File: src/logic/ppc_pkg.sv
// package: register map, field positions and reset values for the port control bank
// ********************************************************************
// How it works
// - fault count low byte per port is read-only after a cable test
// - fault count bit eight reads read-only in bit zero of preceding register
// - negotiation-disable bit stops negotiation; speed and duplex come from bits 6:5
// - forced speed: one gives 100 megabit, zero gives 10; resets to one
// - duplex bit applies when negotiation off or failed; resets to half
// - LED-off bit of any port drives every port's port_led_off output high
// - transmit-disable bit turns off that port's transmitter
// - writing one to restart bit restarts negotiation; bit self-clears
// - crossover-disable bit turns off automatic straight/crossover detection
// - with detection off, forced-straight bit forces straight pin mode
// ********************************************************************
package ppc_pkg;
  localparam int          NUM_PORTS       = 4;
  localparam logic [7:0]  ADDR_FAULT_HI   = 8'h2A;
  localparam logic [7:0]  ADDR_FAULT_LO   = 8'h2B;
  localparam logic [7:0]  ADDR_FORCED     = 8'h2C;
  localparam logic [7:0]  ADDR_LINE       = 8'h2D;
  localparam logic [7:0]  PORT_STRIDE     = 8'h10;
  localparam int          FM_AN_DIS       = 7;
  localparam int          FM_SPEED        = 6;
  localparam int          FM_DUPLEX       = 5;
  localparam logic [4:0]  FM_RSVD_VAL     = 5'h1F;
  localparam logic [2:0]  FM_RST          = 3'h2;
  localparam int          LC_LED_OFF      = 7;
  localparam int          LC_TX_DIS       = 6;
  localparam int          LC_RESTART      = 5;
  localparam int          LC_PWR_DOWN     = 3;
  localparam int          LC_XOVER_DIS    = 2;
  localparam int          LC_FORCE_STR    = 1;
  localparam logic [7:0]  LC_RST          = 8'h00;
  // restart and reserved bits are not stored, so they always read back zero
  localparam logic [7:0]  LC_WR_MASK      = 8'hCE;
endpackage : ppc_pkg

File: src/logic/ppc_port_phy_control_regs.sv
// module: per-port forced-mode and line control registers with cable fault readback
//
// Strobed register access was left to the implementer.
`timescale 1ns/100ps
module ppc_port_phy_control_regs #(
  parameter int NUM_PORTS = ppc_pkg::NUM_PORTS
) (
  input  wire logic                   clk,
  input  wire logic                   reset_n,
  input  wire logic [7:0]             addr,
  input  wire logic [7:0]             wr_data,
  input  wire logic                   wr_stb,
  input  wire logic                   rd_stb,
  output logic      [7:0]             rd_data,
  input  wire logic [NUM_PORTS*9-1:0] cable_fault_distance_count,
  input  wire logic [NUM_PORTS-1:0]   an_failed,
  output logic      [NUM_PORTS-1:0]   an_disable,
  output logic      [NUM_PORTS-1:0]   speed_100,
  output logic      [NUM_PORTS-1:0]   duplex_full,
  output logic      [NUM_PORTS-1:0]   an_restart,
  output logic      [NUM_PORTS-1:0]   tx_disable,
  output logic      [NUM_PORTS-1:0]   power_down,
  output logic      [NUM_PORTS-1:0]   auto_xover_en,
  output logic      [NUM_PORTS-1:0]   force_straight,
  output logic      [NUM_PORTS-1:0]   port_led_off
);
  // ********************************************************************
  // state
  // ********************************************************************
  typedef struct packed {
    logic [NUM_PORTS-1:0][2:0] fm;
    logic [NUM_PORTS-1:0][7:0] lc;
    logic [NUM_PORTS-1:0][8:0] fault;
    logic [NUM_PORTS-1:0]      restart;
    logic [NUM_PORTS-1:0]      an_dis;
    logic [NUM_PORTS-1:0]      spd;
    logic [NUM_PORTS-1:0]      dup;
    logic [NUM_PORTS-1:0]      txd;
    logic [NUM_PORTS-1:0]      pwd;
    logic [NUM_PORTS-1:0]      axe;
    logic [NUM_PORTS-1:0]      fstr;
    logic [NUM_PORTS-1:0]      led;
    logic [7:0]                rdata;
  } ppc_state_t;

  ppc_state_t st_ff;
  ppc_state_t nxt_st;

  // address of a register for a given port, port index from zero
  function automatic logic [7:0] ppc_port_addr(input logic [7:0] base, input int p);
    ppc_port_addr = base + 8'(p) * ppc_pkg::PORT_STRIDE;
  endfunction : ppc_port_addr

  // ********************************************************************
  // next state
  // ********************************************************************
  always_comb begin
    logic [7:0] fm_byte;
    logic       led_all;
    fm_byte = 8'h00;
    led_all = 1'b0;
    nxt_st = st_ff;
    nxt_st.rdata = 8'h00;
    for (int p = 0; p < NUM_PORTS; p++) begin
      // fault count sampled every cycle; the test logic holds it stable after a test
      nxt_st.fault[p] = cable_fault_distance_count[p*9 +: 9];
      nxt_st.restart[p] = 1'b0;
      if (wr_stb && addr == ppc_port_addr(ppc_pkg::ADDR_FORCED, p)) begin
        nxt_st.fm[p] = wr_data[7:5];
      end
      if (wr_stb && addr == ppc_port_addr(ppc_pkg::ADDR_LINE, p)) begin
        // restart bit is never stored, so it always reads back zero
        nxt_st.lc[p] = wr_data & ppc_pkg::LC_WR_MASK;
        nxt_st.restart[p] = wr_data[ppc_pkg::LC_RESTART];
      end
      if (rd_stb) begin
        fm_byte = {st_ff.fm[p], ppc_pkg::FM_RSVD_VAL};
        if (addr == ppc_port_addr(ppc_pkg::ADDR_FAULT_HI, p)) begin
          nxt_st.rdata = {7'h00, st_ff.fault[p][8]};
        end else if (addr == ppc_port_addr(ppc_pkg::ADDR_FAULT_LO, p)) begin
          nxt_st.rdata = st_ff.fault[p][7:0];
        end else if (addr == ppc_port_addr(ppc_pkg::ADDR_FORCED, p)) begin
          nxt_st.rdata = fm_byte;
        end else if (addr == ppc_port_addr(ppc_pkg::ADDR_LINE, p)) begin
          nxt_st.rdata = st_ff.lc[p];
        end
      end
      led_all = led_all | nxt_st.lc[p][ppc_pkg::LC_LED_OFF];
    end
    for (int p = 0; p < NUM_PORTS; p++) begin
      nxt_st.an_dis[p] = nxt_st.fm[p][2];
      nxt_st.spd[p]    = nxt_st.fm[p][1];
      // duplex matters to the phy only when forced or negotiation failed
      nxt_st.dup[p]    = nxt_st.fm[p][0] & (nxt_st.fm[p][2] | an_failed[p]);
      nxt_st.txd[p]    = nxt_st.lc[p][ppc_pkg::LC_TX_DIS];
      nxt_st.pwd[p]    = nxt_st.lc[p][ppc_pkg::LC_PWR_DOWN];
      nxt_st.axe[p]    = ~nxt_st.lc[p][ppc_pkg::LC_XOVER_DIS];
      nxt_st.fstr[p]   = nxt_st.lc[p][ppc_pkg::LC_XOVER_DIS]
                         & nxt_st.lc[p][ppc_pkg::LC_FORCE_STR];
      nxt_st.led[p]    = led_all;
    end
  end

  // ********************************************************************
  // registers
  // ********************************************************************
  always_ff @(posedge clk or negedge reset_n) begin
    if (!reset_n) begin
      st_ff <= '0;
      for (int p = 0; p < NUM_PORTS; p++) begin
        st_ff.fm[p]  <= ppc_pkg::FM_RST;
        st_ff.lc[p]  <= ppc_pkg::LC_RST;
        st_ff.spd[p] <= 1'b1;
        st_ff.axe[p] <= 1'b1;
      end
    end else begin
      st_ff <= nxt_st;
    end
  end

  assign rd_data        = st_ff.rdata;
  assign an_disable     = st_ff.an_dis;
  assign speed_100      = st_ff.spd;
  assign duplex_full    = st_ff.dup;
  assign an_restart     = st_ff.restart;
  assign tx_disable     = st_ff.txd;
  assign power_down     = st_ff.pwd;
  assign auto_xover_en  = st_ff.axe;
  assign force_straight = st_ff.fstr;
  assign port_led_off   = st_ff.led;
endmodule : ppc_port_phy_control_regs

File: config.mk
export PLATFORM = sky130hd
export DESIGN_NAME = ppc_port_phy_control_regs
export DESIGN_NICKNAME = d
export VERILOG_FILES = /design/src/logic/ppc_pkg.sv /design/src/logic/ppc_port_phy_control_regs.sv
export SDC_FILE = /design/constraint.sdc
export NUM_CORES = 1
export LEC_CHECK = 0
export ABC_AREA = 1
export BUFFER_PORTS_ARGS = -buffer_cell sky130_fd_sc_hd__buf_2
export CORE_MARGIN = 4
export CORE_UTILIZATION = 53
export DETAILED_ROUTE_END_ITERATION = 7
export HOLD_SLACK_MARGIN = 0.08
export PLACE_DENSITY_LB_ADDON = 0.05
export SYNTH_ARGS = -nofsm -noshare
export SYNTH_HDL_FRONTEND = slang
export SYNTH_SLANG_ARGS = --single-unit
File: constraint.sdc
create_clock -name clk -period 1.56 [get_ports clk]
set_input_delay 0.234 -clock clk [delete_from_list [all_inputs] [get_ports clk]]
set_output_delay 0.234 -clock clk [all_outputs]
set_load 0.05 [all_outputs]
==> summary.md <==
| Metric | Value |
|---|---|
| Routed length per placed instance | 13.66 µm |
| Min-Delay Startpoint | wr_data[3] |
| Via count of the first global-routing pass | 3,328 |
| Syn_area_per_cell | 9.197 µm² |
| Initial antenna violation count | 0 |
| Nets@finish | 663 |
| TritonCTS buffer count | 9 |
| Signal arrival time at the worst endpoint | 1180 ps |
| Fraction of layout instances using a drive strength above 1 | ~35% |
| Worst stage delay on the critical path | around 560 ps |
| Max VDD drop | 0.5729 mV |
| Final period demand of the worst path | 1415 ps |
| Worst Path Class, Setup | flip-flop to primary output |
| CP Capture Type | primary output |
| Number of instances in the synthesized netlist | 451 |
| Class of the tightest hold or removal check | input pin to flip-flop |
| Number of distinct library cells after synthesis | 34 |
| Critical Path Start | speed_100[2] |
| DRC violation total after the first TritonRoute iteration | roughly 170 |
| Area after DPL | 4816 µm² |
| Worst slew slack as a fraction of its limit | 72.69% |
| Syn_nets | 511 |
| Final weighted congestion in routability-driven placement | 0.8416 |
| Maximum number of buffers from clock root to sink | 2 |
| Area taken by flip-flops and latches | 2337 µm² |
| Overall routed net length | 9669 µm |
| Sum of buffers and inverters on the critical path | 1 |
| Clock insertion delay at the later pin of the skew report | roughly 350 ps |
| Post-route clock period utilization | 90.71% |
| HPWL after detailed placement | just over 7000 µm |
| Die X | between 90 and 100 µm |
| Count of endpoints failing hold in the final timing report | 0 |
| Vertical die dimension | 96.47 µm |
| Synthesis-to-layout area growth | 30.74% |
| Core outline area | 7447 µm² |
| Starting density of the core | between 50% and 60% |
| Post-synthesis register bit count | 93 |
| Hold Slack | approximately 110 ps |
| Power, Total | 4.845 mW |
| Fmax | 0.7067 GHz |
| Root buffer cell | sky130_fd_sc_hd__clkbuf_8 |
| Final setup viols | 0 |
| Power per unit of standard cell area | 893.5 nW/µm² |
| Lkg Pwr | 2.897 nW |
| Max-cap viol count | 0 |
| Detailed-route vias per instance | 4.665 |
| Number of pins with negative max-slew slack in the final report | 0 |
| Portion of synthesized cell area occupied by the leading cell type | 51.28% |
| CP delay by family, top | flip-flops |
| Ranking of synthesized cells by area | sky130_fd_sc_hd__dfrtp_1, sky130_fd_sc_hd__nand2_1, sky130_fd_sc_hd__buf_4 |
| Data required time of the critical path | between 1000 and 1500 ps |
| Number of cell rows | 31 |
| # port buffers | 101 |
| Largest area contributor in the netlist | sky130_fd_sc_hd__dfrtp_1 |
| Cell at the slowest stage of the critical path | sky130_fd_sc_hd__dfstp_2 |
| Layout Cell Area excl Fill | between 5000 and 6000 µm² |
| Clock-pin slew of the registers on the worst-case setup and hold paths | about 80 ps |
| Filler cell count in the final layout | 601 |
| Total clock sinks | 93 |
| Maximum fanout count along the critical path | 3 |
| CP startpoint kind | flip-flop |
| Number of instances resized during post-cts repair | 0 |
| Area occupied by multi-input gates | 1275 µm² |
| Worst-Margin Slew | 409.6 ps |
| Critical Path, Cell by Cell | buf_2 |
| Overall via count from detail_route | 3,303 |
| GRT Total Usage | 22.63% |
| Post-synthesis cell area | approximately 4100 µm² |
| Launch point of the worst reg-to-reg path | speed_100[0] |
| Router iterations before antenna repair | 4 |
| DRT antenna net count | 0 |
| Post-route clock skew | about 8.5 ps |
| Die footprint | roughly 9300 µm² |
| TritonCTS clock tree | done |
| H-tree lvl count | 3 |
| Yosys warning total | 0 |
| Setup repair after global routing missed its margin | false |
| Ports | 104 |
| DRC viols | 0 |
| Maximum number of pins on one net before global-route repair | 32 |
| Fraction of the yosys area taken by sequential cells | approximately 56% |
| Total gr overflow | 0 |
| Status | completed |
| Wire length of the first global-routing pass | ~16,000 µm |
==> timing repair <==
| action | 4_1_cts | 5_1_grt |
|---|---|---|
| buffers inserted | 0 | 0 |
| hold buffers | 41 | 0 |
| hold endpoints to repair | 66 | 0 |
==> flip-flops by register name (all words and copies together), names as in the netlist, 3 cells and up <==
name            flops
tx_disable          3
force_straight      4
speed_100           3
duplex_full         4
rd_data             8
an_disable          4
st_ff              55
an_restart          4
power_down          3
auto_xover_en       4
==> layer usage <==
| metal | GRT usage [%] | wire [µm] |
|---|---|---|
| met1 | 28.14 | 4094 |
| met3 | 5.035 | 528 |
| met5 | 0 | 0 |
| met2 | 39.14 | 4902 |
| met4 | 7.360 | 144 |
==> layout by cell type, fill, tap and decap left out, types with 8 or more instances in the layout <==
cell type	instances
sky130_fd_sc_hd__o21ai_1	15
sky130_fd_sc_hd__dfstp_2	8
sky130_fd_sc_hd__buf_4	43
sky130_fd_sc_hd__dfrtp_1	85
sky130_fd_sc_hd__nand3_1	12
sky130_fd_sc_hd__nand2_1	106
sky130_fd_sc_hd__clkbuf_8	10
sky130_fd_sc_hd__buf_2	100
sky130_fd_sc_hd__a21oi_1	14
sky130_fd_sc_hd__inv_2	22
sky130_fd_sc_hd__nor2_1	36
sky130_fd_sc_hd__o21ai_0	26
sky130_fd_sc_hd__inv_1	29
sky130_fd_sc_hd__dlygate4sd3_1	41
==> kinds of logic (layout without fill, tap and decap cells) <==
kind of cell	after synthesis	count (layout)	share of synthesized area [%]
simple gates	193	193	21.96
buf+inv	98	255	12.91
flops	93	93	56.35
compound gates	67	67	8.779
other cells	0	1	0
==> through the flow <==
stage	instances	setup TNS, ps	setup WS (ps)	util, %
after floorplan	451	0	112.0	-
after global placement	650	-730.1	-103.6	64.67
after detailed placement	650	-1201	-176.0	64.67
after CTS	707	0	127.6	72.78
after global routing	707	0	60.13	72.78
final	708	0	144.9	72.82
==> layout make-up <==
type	instances	share of cell area, %
multi-input cells	260	23.51
clock buffers	12	2.677
inverters	52	3.623
repair buffers	187	23.86
diodes	1	0.04615
clock inverters	4	0.8999
well taps	99	2.284
flip-flops and latches	93	43.10
==> power breakdown <==
group | switching, mW | leakage, nW | internal [mW] | total [mW]
sequential | 0.0519 | 1.16 | 2.53 | 2.58
combinational | 0.439 | 1.64 | 0.247 | 0.686
clock | 0.793 | 0.100 | 0.784 | 1.58
==> path summary, 6_finish.rpt <==
path,to,slack [ps],depth (start not counted)
worst max-delay path,speed_100[2],140,1
worst min-delay path,power_down[0],110,3
worst max register to register,rd_data[6],310,10
worst min register to register,speed_100[0],510,2
max in group asynchronous,st_ff[122],640,3
min in group asynchronous,force_straight[0],360,2
==> cell usage after synthesis, drive strengths merged <==
cell      n
nand2   110
dfrtp    85
inv      51
nor2     46
buf      45
o21ai    44
a21oi    14
nand3    13
dfstp     8
or2       7
nand3b    6
and2      4
nor3      4
a31oi     3
nand4     3
o211ai    3
a211oi    1
clkbuf    1
clkinv    1
o21a      1
o22ai     1
Power figures use the tool's default switching activity.
